==> src/logic/polarity_pkg.sv <==
// Constants shared by the polarity-correction block
package polarity_pkg;

  // ****************************************
  // Register map
  // ****************************************
  localparam logic [11:0] ctrl_addr = 12'h000;
  localparam logic [11:0] status_addr = 12'h004;
  localparam logic [11:0] idle_addr = 12'h008;
  localparam int ctrl_rx_en_n_bit = 0;
  localparam int ctrl_drv_en_bit = 1;
  localparam logic [1:0] ctrl_reset = 2'h1;

  // ****************************************
  // Timing
  // ****************************************
  localparam int clk_mhz = 25;
  localparam int failsafe_min_ms = 44;
  localparam int failsafe_max_ms = 76;
  localparam int standby_ns = 300;
  localparam int clk_period_ns = 40;
  localparam int failsafe_min_cycles = failsafe_min_ms * 1000 * clk_mhz;
  localparam int failsafe_max_cycles = failsafe_max_ms * 1000 * clk_mhz;
  localparam int standby_cycles = (standby_ns + clk_period_ns - 1) / clk_period_ns;

  // ****************************************
  // Detector states
  // ****************************************
  typedef enum logic [1:0] {
    st_watch = 2'b00,
    st_locked = 2'b01
  } detect_state_t;

endpackage : polarity_pkg

==> src/logic/word_buffer.sv <==
// Two-entry valid/ready buffer for received bus samples
`timescale 1ns/100ps
module word_buffer #(
  parameter int width = 1
) (
  // Clock and reset
  input wire logic pclk,
  input wire logic presetn,
  // Fill side
  input wire logic in_valid,
  output logic in_ready,
  input wire logic [width-1:0] in_data,
  // Drain side
  output logic out_valid,
  input wire logic out_ready,
  output logic [width-1:0] out_data
);
  logic [width-1:0] mem [2];
  logic [width-1:0] next_mem [2];
  logic [1:0] count;
  logic [1:0] next_count;
  logic rd_ptr;
  logic next_rd_ptr;
  logic wr_ptr;
  logic next_wr_ptr;
  logic push;
  logic pop;

  assign in_ready = (count != 2'h2);
  assign out_valid = (count != 2'h0);
  assign out_data = mem[rd_ptr];
  assign push = in_valid && in_ready;
  assign pop = out_valid && out_ready;

  always_comb begin
    next_mem = mem;
    next_count = count;
    next_rd_ptr = rd_ptr;
    next_wr_ptr = wr_ptr;
    if (push) begin
      next_mem[wr_ptr] = in_data;
      next_wr_ptr = ~wr_ptr;
    end
    if (pop) begin
      next_rd_ptr = ~rd_ptr;
    end
    if (push && !pop) begin
      next_count = count + 2'h1;
    end else if (pop && !push) begin
      next_count = count - 2'h1;
    end
  end

  always_ff @(posedge pclk or negedge presetn) begin
    if (!presetn) begin
      mem[0] <= '0;
      mem[1] <= '0;
      count <= 2'h0;
      rd_ptr <= 1'b0;
      wr_ptr <= 1'b0;
    end else begin
      mem <= next_mem;
      count <= next_count;
      rd_ptr <= next_rd_ptr;
      wr_ptr <= next_wr_ptr;
    end
  end

  chk_no_overfill: assert property (@(posedge pclk) disable iff (!presetn)
    count <= 2'h2) else $error("Buffer count above two");
endmodule : word_buffer

==> src/logic/polarity_fix_logic.sv <==
// Bus polarity detection, correction and enable control
// Operation
// - Detect polarity only while receiver enabled and driver disabled.
// - Decide polarity after the bus idles for the failsafe interval.
// - Apply one inversion setting to both receive and transmit paths.
// - Latch detected polarity and keep it for all later traffic.
// - Inversion starts cleared after power-up.
// - Low idle level after failsafe interval sets inversion.
// - Detection repeats on every power-up, old polarity discarded.
// - Standby only when driver and receiver both disabled.
// - With receiver enabled, own transmitted bus data comes back.
// - A correctly biased idle bus gives a high receiver output.
// - Standby only after both enables disabled for 300 ns.
//
// Decided for this implementation: the register addresses and register access over APB.
`timescale 1ns/100ps
module polarity_fix_logic #(
  parameter int failsafe_cycles = polarity_pkg::failsafe_min_cycles
    + (polarity_pkg::failsafe_max_cycles - polarity_pkg::failsafe_min_cycles) / 2,
  parameter int standby_cycles = polarity_pkg::standby_cycles
) (
  // Clock and reset
  input wire logic pclk,
  input wire logic presetn,
  // APB slave
  input wire logic psel,
  input wire logic penable,
  input wire logic pwrite,
  input wire logic [11:0] paddr,
  input wire logic [31:0] pwdata,
  output logic [31:0] prdata,
  output logic pready,
  output logic pslverr,
  // Controller side
  input wire logic tx_data,
  output logic rx_data,
  output logic rx_valid,
  input wire logic rx_ready,
  // Line side
  input wire logic bus_level,
  output logic line_drive,
  output logic line_drive_en,
  output logic standby
);
  initial begin
    if (failsafe_cycles < 1 || standby_cycles < 1) begin
      $error("Timing counts must be at least one cycle");
    end
  end

  // ****************************************
  // Input synchroniser and registers
  // ****************************************
  logic [2:0] sync;
  logic bus_stable;
  logic next_bus_stable;
  logic receiver_enable_n;
  logic driver_enable;
  logic next_receiver_enable_n;
  logic next_driver_enable;
  logic apb_access;

  assign apb_access = psel && penable;
  assign pready = 1'b1;

  // Change the level only when the last two stages agree
  always_comb begin
    next_bus_stable = bus_stable;
    if (sync[1] == sync[2]) begin
      next_bus_stable = sync[2];
    end
  end

  always_comb begin
    next_receiver_enable_n = receiver_enable_n;
    next_driver_enable = driver_enable;
    if (apb_access && pwrite && paddr == polarity_pkg::ctrl_addr) begin
      next_receiver_enable_n = pwdata[polarity_pkg::ctrl_rx_en_n_bit];
      next_driver_enable = pwdata[polarity_pkg::ctrl_drv_en_bit];
    end
  end

  always_ff @(posedge pclk or negedge presetn) begin
    if (!presetn) begin
      sync <= 3'h7;
      bus_stable <= 1'b1;
      receiver_enable_n <= polarity_pkg::ctrl_reset[polarity_pkg::ctrl_rx_en_n_bit];
      driver_enable <= polarity_pkg::ctrl_reset[polarity_pkg::ctrl_drv_en_bit];
    end else begin
      sync <= {sync[1:0], bus_level};
      bus_stable <= next_bus_stable;
      receiver_enable_n <= next_receiver_enable_n;
      driver_enable <= next_driver_enable;
    end
  end

  // ****************************************
  // Polarity detector
  // ****************************************
  polarity_pkg::detect_state_t state;
  polarity_pkg::detect_state_t next_state;
  logic invert;
  logic next_invert;
  logic [31:0] idle_count;
  logic [31:0] next_idle_count;
  logic prev_level;
  logic next_prev_level;
  logic listening;

  // Receiver on, driver off: the only safe time to judge the bus
  assign listening = !receiver_enable_n && !driver_enable;

  always_comb begin
    next_state = state;
    next_invert = invert;
    next_idle_count = idle_count;
    next_prev_level = bus_stable;
    case (state)
      polarity_pkg::st_watch: begin
        if (!listening || bus_stable != prev_level) begin
          next_idle_count = 32'h0;
        end else if (idle_count >= 32'(failsafe_cycles - 1)) begin
          next_invert = !bus_stable;
          next_state = polarity_pkg::st_locked;
        end else begin
          next_idle_count = idle_count + 32'h1;
        end
      end
      polarity_pkg::st_locked: begin
        // Never re-evaluated during traffic; long runs would fool it
        next_state = polarity_pkg::st_locked;
      end
      default: begin
        next_state = polarity_pkg::st_watch;
      end
    endcase
  end

  // Reset is power-up: everything restarts uncorrected
  always_ff @(posedge pclk or negedge presetn) begin
    if (!presetn) begin
      state <= polarity_pkg::st_watch;
      invert <= 1'b0;
      idle_count <= 32'h0;
      prev_level <= 1'b1;
    end else begin
      state <= next_state;
      invert <= next_invert;
      idle_count <= next_idle_count;
      prev_level <= next_prev_level;
    end
  end

  // ****************************************
  // Data paths and standby
  // ****************************************
  logic rx_corrected;
  logic buf_in_ready;
  logic next_line_drive;
  logic next_line_drive_en;
  logic [31:0] off_count;
  logic [31:0] next_off_count;
  logic next_standby;

  // Idle high bias passes through as high once corrected
  assign rx_corrected = bus_stable ^ invert;

  word_buffer #(
    .width(1)
  ) rx_buf (
    .pclk(pclk),
    .presetn(presetn),
    .in_valid(!receiver_enable_n),
    .in_ready(buf_in_ready),
    .in_data(rx_corrected),
    .out_valid(rx_valid),
    .out_ready(rx_ready),
    .out_data(rx_data)
  );

  always_comb begin
    next_line_drive = tx_data ^ invert;
    next_line_drive_en = driver_enable;
    next_off_count = 32'h0;
    next_standby = 1'b0;
    if (receiver_enable_n && !driver_enable) begin
      next_off_count = off_count;
      if (off_count < 32'(standby_cycles)) begin
        next_off_count = off_count + 32'h1;
      end
      next_standby = (next_off_count >= 32'(standby_cycles));
    end
  end

  always_ff @(posedge pclk or negedge presetn) begin
    if (!presetn) begin
      line_drive <= 1'b0;
      line_drive_en <= 1'b0;
      off_count <= 32'h0;
      standby <= 1'b0;
    end else begin
      line_drive <= next_line_drive;
      line_drive_en <= next_line_drive_en;
      off_count <= next_off_count;
      standby <= next_standby;
    end
  end

  // ****************************************
  // APB read
  // ****************************************
  always_comb begin
    prdata = 32'h0;
    pslverr = 1'b0;
    if (paddr == polarity_pkg::ctrl_addr) begin
      prdata = {30'h0, driver_enable, receiver_enable_n};
    end else if (paddr == polarity_pkg::status_addr) begin
      prdata = {28'h0, standby, !buf_in_ready, state == polarity_pkg::st_locked, invert};
    end else if (paddr == polarity_pkg::idle_addr) begin
      prdata = idle_count;
    end else begin
      pslverr = apb_access;
    end
  end

  // ****************************************
  // Checks
  // ****************************************
  chk_invert_held: assert property (@(posedge pclk) disable iff (!presetn)
    state == polarity_pkg::st_locked |=> $stable(invert)) else $error("Invert changed after lock");
  chk_lock_needs_listen: assert property (@(posedge pclk) disable iff (!presetn)
    $rose(state == polarity_pkg::st_locked) |-> $past(listening)) else $error("Locked while not listening");
  chk_lock_on_idle: assert property (@(posedge pclk) disable iff (!presetn)
    $rose(state == polarity_pkg::st_locked) |-> invert == !$past(bus_stable)) else $error("Wrong polarity");
  chk_idle_restart: assert property (@(posedge pclk) disable iff (!presetn)
    state == polarity_pkg::st_watch && bus_stable != prev_level |=> idle_count == 32'h0)
    else $error("Idle timer not restarted");
  chk_lock_time: assert property (@(posedge pclk) disable iff (!presetn)
    $rose(state == polarity_pkg::st_locked) |-> $past(idle_count) == 32'(failsafe_cycles - 1))
    else $error("Lock before failsafe interval");
  chk_tx_path: assert property (@(posedge pclk) disable iff (!presetn)
    line_drive == ($past(tx_data) ^ $past(invert))) else $error("Transmit inversion wrong");
  // A level change must come from two agreeing synchroniser stages
  chk_sync_agree: assert property (@(posedge pclk) disable iff (!presetn)
    $changed(bus_stable) |-> $past(sync[1] == sync[2]))
    else $error("Line level taken before stages agreed");
  chk_standby_late: assert property (@(posedge pclk) disable iff (!presetn)
    $rose(standby) |-> $past(receiver_enable_n) && !$past(driver_enable)
    && off_count == 32'(standby_cycles)) else $error("Standby too early");
  chk_standby_both: assert property (@(posedge pclk) disable iff (!presetn)
    standby |-> $past(receiver_enable_n) && !$past(driver_enable)) else $error("Standby while enabled");
  chk_start_clear: assert property (@(posedge pclk) disable iff (!presetn)
    state == polarity_pkg::st_watch |-> !invert) else $error("Invert set before decision");

  // ****************************************
  // Checks on counters and enables
  // ****************************************
  chk_line_enable: assert property (@(posedge pclk) disable iff (!presetn)
    line_drive_en == $past(driver_enable))
    else $error("Driver enable not passed to line");
  chk_standby_drop: assert property (@(posedge pclk) disable iff (!presetn)
    (!receiver_enable_n || driver_enable) |=> !standby)
    else $error("Standby held while enabled");
  chk_standby_count: assert property (@(posedge pclk) disable iff (!presetn)
    $rose(standby) |-> $past(off_count) == 32'(standby_cycles - 1))
    else $error("Standby after wrong disabled time");
  chk_standby_full: assert property (@(posedge pclk) disable iff (!presetn)
    standby |-> off_count == 32'(standby_cycles))
    else $error("Standby without full disabled time");
  chk_off_clear: assert property (@(posedge pclk) disable iff (!presetn)
    (!receiver_enable_n || driver_enable) |=> off_count == 32'h0)
    else $error("Disabled timer not cleared");
  // Leaving the listening state must throw away partial idle time
  chk_idle_leave: assert property (@(posedge pclk) disable iff (!presetn)
    state == polarity_pkg::st_watch && !listening |=> idle_count == 32'h0)
    else $error("Idle timer kept while not listening");
  chk_idle_bound: assert property (@(posedge pclk) disable iff (!presetn)
    idle_count < 32'(failsafe_cycles))
    else $error("Idle timer past failsafe interval");
  chk_idle_step: assert property (@(posedge pclk) disable iff (!presetn)
    state == polarity_pkg::st_watch && listening && bus_stable == prev_level
    && idle_count < 32'(failsafe_cycles - 1) |=> idle_count == $past(idle_count) + 32'h1)
    else $error("Idle timer did not advance");
  chk_lock_stays: assert property (@(posedge pclk) disable iff (!presetn)
    state == polarity_pkg::st_locked |=> state == polarity_pkg::st_locked)
    else $error("Lock lost during traffic");
  chk_lock_frozen: assert property (@(posedge pclk) disable iff (!presetn)
    state == polarity_pkg::st_locked |=> $stable(idle_count))
    else $error("Idle timer moved after lock");
  chk_lock_from_watch: assert property (@(posedge pclk) disable iff (!presetn)
    $rose(state == polarity_pkg::st_locked) |-> $past(state) == polarity_pkg::st_watch)
    else $error("Lock without a watch phase");
  // Software writes are the only way the enables move
  chk_ctrl_write: assert property (@(posedge pclk) disable iff (!presetn)
    apb_access && pwrite && paddr == polarity_pkg::ctrl_addr
    |=> receiver_enable_n == $past(pwdata[polarity_pkg::ctrl_rx_en_n_bit]))
    else $error("Receiver enable write lost");
  chk_ctrl_hold: assert property (@(posedge pclk) disable iff (!presetn)
    !(apb_access && pwrite && paddr == polarity_pkg::ctrl_addr)
    |=> $stable(receiver_enable_n) && $stable(driver_enable))
    else $error("Enables moved without a write");
endmodule : polarity_fix_logic

==> config.mk <==
export PLATFORM = sky130hd
export DESIGN_NAME = polarity_fix_logic
export DESIGN_NICKNAME = d
export VERILOG_FILES = /design/src/logic/polarity_pkg.sv /design/src/logic/word_buffer.sv /design/src/logic/polarity_fix_logic.sv
export SDC_FILE = /design/constraint.sdc
export NUM_CORES = 1
export LEC_CHECK = 0
export ABC_AREA = 1
export BUFFER_PORTS_ARGS = -buffer_cell sky130_fd_sc_hd__clkbuf_2
export CELL_PAD_IN_SITES_DETAIL_PLACEMENT = 1
export CELL_PAD_IN_SITES_GLOBAL_PLACEMENT = 1
export CORE_MARGIN = 3
export CORE_UTILIZATION = 35
export DETAILED_ROUTE_END_ITERATION = 6
export PLACE_DENSITY_LB_ADDON = 0.1
export SLEW_MARGIN = 20
export SYNTH_ARGS = -nofsm -noshare
export SYNTH_HDL_FRONTEND = slang
export SYNTH_HIERARCHICAL = 1
export SYNTH_SLANG_ARGS = --single-unit
==> constraint.sdc <==
create_clock -name pclk -period 2 [get_ports pclk]
set_clock_uncertainty 0.1 [all_clocks]
set_input_delay 0.4 -clock pclk [delete_from_list [all_inputs] [get_ports pclk]]
set_output_delay 0.4 -clock pclk [all_outputs]
set_load 0.02 [all_outputs]
**After elaboration in Yosys (flattened, before gate mapping)**

Cells that the tools add are included.

- Register bits after elaboration: 83
- Bits of input ports: 52
- Output and inout bits: 39
- Logic and storage cells: 91

- Add/subtract/negate cells: 4
- Order comparisons: 6
- Equality and inequality tests: 9
- Muxes and demuxes: 23
- Bitwise gates (word level): 7
- Reductions and logical operators: 25

Operators with widths:

| kind | number |
|---|---|
| 32-bit 2-to-1 mux | 8 |
| 32-bit by 1-bit adder with 32-bit output (second input constant) | 2 |
| 32-bit by 21-bit greater-or-equal comparator with 1-bit output (second input constant) | 1 |
| 32-bit by 4-bit greater-or-equal comparator with 1-bit output (second input constant) | 1 |
| 32-bit by 4-bit less-than comparator with 1-bit output (second input constant) | 1 |
| 12-bit by 3-bit equality test with 1-bit output (second input constant) | 1 |
| 12-bit by 4-bit equality test with 1-bit output (second input constant) | 1 |
| 12-bit zero test | 1 |
| 1-bit logical AND | 10 |
| 1-bit 2-to-1 mux | 8 |
| 2-bit 2-to-1 mux | 4 |
| 2-bit != test (second input constant) | 4 |
| 1-bit zero test | 7 |
| 2-bit greater-or-equal comparator (second input constant) | 2 |
| 1-bit inverter with 2-bit output | 2 |
| 2-bit case mux with 2 select lines | 1 |
| 2-bit AND reduction | 2 |
| 2-bit nonzero test | 2 |
| 1-bit inverter | 3 |
| 3-bit AND reduction | 1 |
| 2-bit by 1-bit adder with 2-bit output (second input constant) | 1 |
| 2-bit bitwise mux | 1 |
| 2-bit by 1-bit equality test with 1-bit output (second input constant) | 1 |
| 2-bit zero test | 1 |
| other kinds (7) | 8 |

**Logic depth before layout (Yosys ltp)**

- Depth in word-level cells: 6
- Gate-level depth with buffers: 14
- Mapped depth without buffers: 13

**Cells and area by module**

The synthesis kept the hierarchy.

Modules (own cells, without submodules):

| module | times used | cells each | area each (µm²) | sequential area each (µm²) |
|---|---|---|---|---|
| polarity_fix_logic | 1 | 522 | 3865.0 | 1909.3 |
| word_buffer | 1 | 41 | 325.3 | 150.1 |

**Worst setup path after synthesis**

OpenSTA, ideal clock, no wires.

- Path kind: input-to-output
- Start: input paddr[1]
- End: output prdata[2]
- Data arrival time: 1754 ps
- Data required time: 1500 ps
- Setup slack: -254 ps
- Stages on the path: 5
- Buffers on the path: 1
- Cells stage by stage: or2_2 -> nor2_1 -> nand3_1 -> clkbuf_1 -> o32ai_1

- Longest elaborated chain between the ends: 4
- Elaborated cells between the ends (all ways): 6
- Classes of those cells: 2 x eq/ne; 3 x mux; 1 x reduce/logical

RTL lines:

| what | line | source |
|---|---|---|
| start: declaration | polarity_fix_logic.sv:29 | `input wire logic [11:0] paddr,` |
| 12-bit by 4-bit equality test with 1-bit output | polarity_fix_logic.sv:219 | `end else if (paddr == polarity_pkg::idle_addr) begin` |
| 32-bit 2-to-1 mux | polarity_fix_logic.sv:219 |  |
| 32-bit 2-to-1 mux | polarity_fix_logic.sv:217 | `end else if (paddr == polarity_pkg::status_addr) begin` |
| 32-bit 2-to-1 mux (*) | polarity_fix_logic.sv:215 | `if (paddr == polarity_pkg::ctrl_addr) begin` |
| end: declaration | polarity_fix_logic.sv:31 | `output logic [31:0] prdata,` |

Mark *: on every way between the ends. The rest lies on a longest branch, timed or not.

**Worst setup path after layout**

- Start: input paddr[1]
- End: output prdata[0]

The elaborated chain is that of the path after synthesis.

==> qor.json <==
{
  "worst_skew_late_latency_ps": 340,
  "worstReg2RegStart": "idle_count[0]",
  "critical_path_peak_fanout": 3,
  "number_of_antenna_violations_at_the_first_check_in_global_routing": 0,
  "power_density_mw_per_mm2": 780,
  "dr.first_iter.drc_count": 149,
  "seq_area_mm2": 0.00206,
  "finalNetCount": 695,
  "dominantRegCellSynth": "sky130_fd_sc_hd__dfrtp_1",
  "hold_path_startpoint": "bus_level",
  "finalCoreUtilization": 0.452,
  "most-common-layout-cells": "128 x sky130_fd_sc_hd__nor2_1, 128 x sky130_fd_sc_hd__nand2_1, 80 x sky130_fd_sc_hd__inv_1",
  "synth-edff-count": 0,
  "diodes": 0,
  "timing_max_transition_violations_final": 0,
  "timing.reg2reg.worst_path_depth": 9,
  "share_seq_of_total_power": 0.453,
  "number_of_global_route_vias_before_repair": 3955,
  "design_power_total_mw": 4.08,
  "max_freq_mhz": 497,
  "area_growth_syn_to_layout_pct": 24.7,
  "cts-root-to-sink-buffers": 2,
  "unrepaired_setup_endpoints_after_global_routing": "yes",
  "power.clock.fraction": 0.398,
  "finalCritPeriodShare": 1.01,
  "holdPathStages": 1,
  "grt-ovfl-total": 0,
  "post_drt_via_cell_ratio": 4.80,
  "netSwitchingFraction": 0.287,
  "async_reset_ff_frac": 1.00,
  "cell_internal_pwr_mw": 2.91,
  "top_cells_by_area_in_the_synthesized_netlist": "sky130_fd_sc_hd__dfrtp_1 45%, sky130_fd_sc_hd__nor2_1 12%, sky130_fd_sc_hd__nand2_1 11%",
  "drive_gt1_frac": 0.197,
  "outcome": "complete, but fails checks",
  "cts.reportedPaths.clkPinSlew_ps": 60,
  "post_synth_num_cell_types": 31,
  "finalSetupViolCount": 2,
  "failed_checks": "setup timing",
  "die_area_mm2": 0.0133,
  "postRouteWirelength_mm": 11.1,
  "number_of_h_tree_levels": 3,
  "floorplan.die.height_um": 115,
  "ys_seq_area_frac": 0.491,
  "ant_nets": 0,
  "dp_worst_setup_slack_ps": -142,
  "synth.net_count": 618,
  "critical_path_class": "input pin to output pin",
  "grt_start_max_net_pins": 42,
  "port_buffers": 59,
  "cts_buffers": 9,
  "remaining_drc_errors": 0,
  "num_rows": 39,
  "synth.cell_area_mm2": 0.00419,
  "yosys_warnings": 6,
  "postSynthRegisterBits": 82,
  "first_pass_iteration_count_of_the_detailed_router": 4,
  "floorplan.io_pins": 91,
  "p_leak_nw": 2.51,
  "die_x_um": 115,
  "biggest_area_consumer_among_synthesized_cells": "sky130_fd_sc_hd__dfrtp_1",
  "hold_path.class": "input pin to flop",
  "route.detailed.wl_per_inst_um": 14.0,
  "cp_data_required_time_ps": 1500,
  "clock_tree_from_tritoncts": "built",
  "core_region_area_mm2": 0.0116,
  "numClockSinks": 82,
  "routed-via-count": 3784,
  "gpl.final_weighted_congestion": 0.825,
  "postLayoutSetupSlackWorst_ps": -11.2,
  "synth_area_per_cell_um2": 7.44,
  "grt_first_pass_wirelength_mm": 18.6,
  "place.detailed.hpwl_mm": 7.67,
  "synth_cells": 563,
  "clockRootBuffer": "sky130_fd_sc_hd__clkbuf_16",
  "switchingPower_mw": 1.17,
  "hold_path_end": "sync[0]",
  "timing.critical_path.to_type": "output pin",
  "vdd.ir_drop.worst_mv": 0.428,
  "fillerInstances": 1485,
  "power.share.combinational": 0.149,
  "max_cap_violations": 0,
  "reg2reg_slack_ps": 160,
  "hold_viol_final": 0,
  "gr-usage-all-layers": 0.175,
  "critical_path_arrival_ps": 1510,
  "multi_input_area_mm2": 0.00181,
  "critical_path.startpoint_type": "input pin",
  "netlist.area_leader.share": 0.454,
  "critical_path.reg2reg.endpoint": "idle_count[15]",
  "floorplan.initialDensity": 0.362,
  "min_period_ps": 2010
}
## worst max-delay path by stage
stage / startpoint / endpoint / cells past startpoint
floorplan: paddr[1] / prdata[2] / 5
global placement: paddr[1] / prdata[0] / 10
detailed placement: paddr[1] / prdata[0] / 10
CTS: paddr[1] / prdata[0] / 10
global route: paddr[1] / prdata[1] / 9
finish: paddr[1] / prdata[0] / 10
## synthesized netlist by cell type (3+ instances only)
master,instances
sky130_fd_sc_hd__inv_2,3
sky130_fd_sc_hd__nor3_1,8
sky130_fd_sc_hd__o21ai_0,4
sky130_fd_sc_hd__buf_2,4
sky130_fd_sc_hd__nand4_1,14
sky130_fd_sc_hd__a21oi_1,17
sky130_fd_sc_hd__xor2_1,15
sky130_fd_sc_hd__nor2_1,129
sky130_fd_sc_hd__clkbuf_1,8
sky130_fd_sc_hd__nand2_2,5
sky130_fd_sc_hd__nand2_1,128
sky130_fd_sc_hd__dfstp_2,6
sky130_fd_sc_hd__nand3_1,41
sky130_fd_sc_hd__dfrtp_1,76
sky130_fd_sc_hd__inv_1,82
sky130_fd_sc_hd__ha_1,3
## sequential cells by signal (all words and copies together) (netlist names)
| name | flops |
|---|---|
| bus_stable | 1 |
| driver_enable | 1 |
| idle_count | 32 |
| invert | 1 |
| line_drive | 1 |
| line_drive_en | 1 |
| off_count | 32 |
| prev_level | 1 |
| receiver_enable_n | 1 |
| rx_buf/count | 2 |
| rx_buf/mem | 2 |
| rx_buf/rd_ptr | 1 |
| rx_buf/wr_ptr | 1 |
| standby | 1 |
| state | 1 |
| sync | 3 |
## per-layer routing
layer | part of all wire | vias up | track usage
li1 | - | 1872 | -
met1 | 0.50 | 1851 | 0.237
met2 | 0.46 | 48 | 0.281
met3 | 0.028 | 13 | 0.0261
met4 | 0.019 | 0 | 0.0751
met5 | 0 | - | 0
## power groups by stage
| stage | sequential (mW) | clock, mW | combinational [mW] |
|---|---|---|---|
| 3_3_place_gp | 1.87 | 0 | 0.568 |
| 6_report | 1.85 | 1.62 | 0.606 |
| 5_1_grt | 1.86 | 1.73 | 0.709 |
| 2_1_floorplan | 1.86 | 0 | 0.395 |
| 3_5_place_dp | 1.87 | 0 | 0.599 |
| 4_1_cts | 1.84 | 1.68 | 0.607 |
## critical path, cell delays in order
cell                       delay (ps)
sky130_fd_sc_hd__clkbuf_2          80
sky130_fd_sc_hd__or2_4            250
sky130_fd_sc_hd__nor3b_2          190
sky130_fd_sc_hd__nand2_1          130
sky130_fd_sc_hd__inv_2             80
sky130_fd_sc_hd__nand2_1           50
sky130_fd_sc_hd__nand2_1           70
sky130_fd_sc_hd__o22ai_2           60
sky130_fd_sc_hd__inv_1             70
sky130_fd_sc_hd__clkbuf_8         140
## per-stage QoR
stage | hold slack, ps | setup TNS [ps] | std cells | cell area, um^2
floorplan | 4.41 | -128 | 563 | 4220
global placement | 256 | -1280 | 766 | 4760
detailed placement | 251 | -2500 | 766 | 4760
CTS | 13.2 | -297 | 785 | 5110
global route | 15.9 | -1240 | 788 | 5220
finish | 32.5 | -15.1 | 788 | 5220
## cell families after synthesis
kind of cell	Yosys count	share of synthesized area
flops	82	0.491
compound gates	25	0.0320
xor+xnor	16	0.0334
simple gates	332	0.331
buf+inv	103	0.0997
other cells	1	0.000895
fa+ha+maj	4	0.0113
## layout make-up
class	instances	area share
clock buffers	11	0.0484
clock inverters	5	0.00671
inverters	86	0.0618
multi-input cells	379	0.347
flip-flops and latches	82	0.394
well taps	143	0.0343
repair buffers	82	0.108
## what timing repair did
action | 4_1_cts | 5_1_grt
setup buffers | 2 | 1
pin swaps | 3 | 6
hold buffers | 1 | 0
resized for setup | 10 | 34
setup endpoints to repair | 33 | 66
hold endpoints to repair | 24 | 0
gates cloned | 0 | 2
Power figures use the tool's default switching activity.
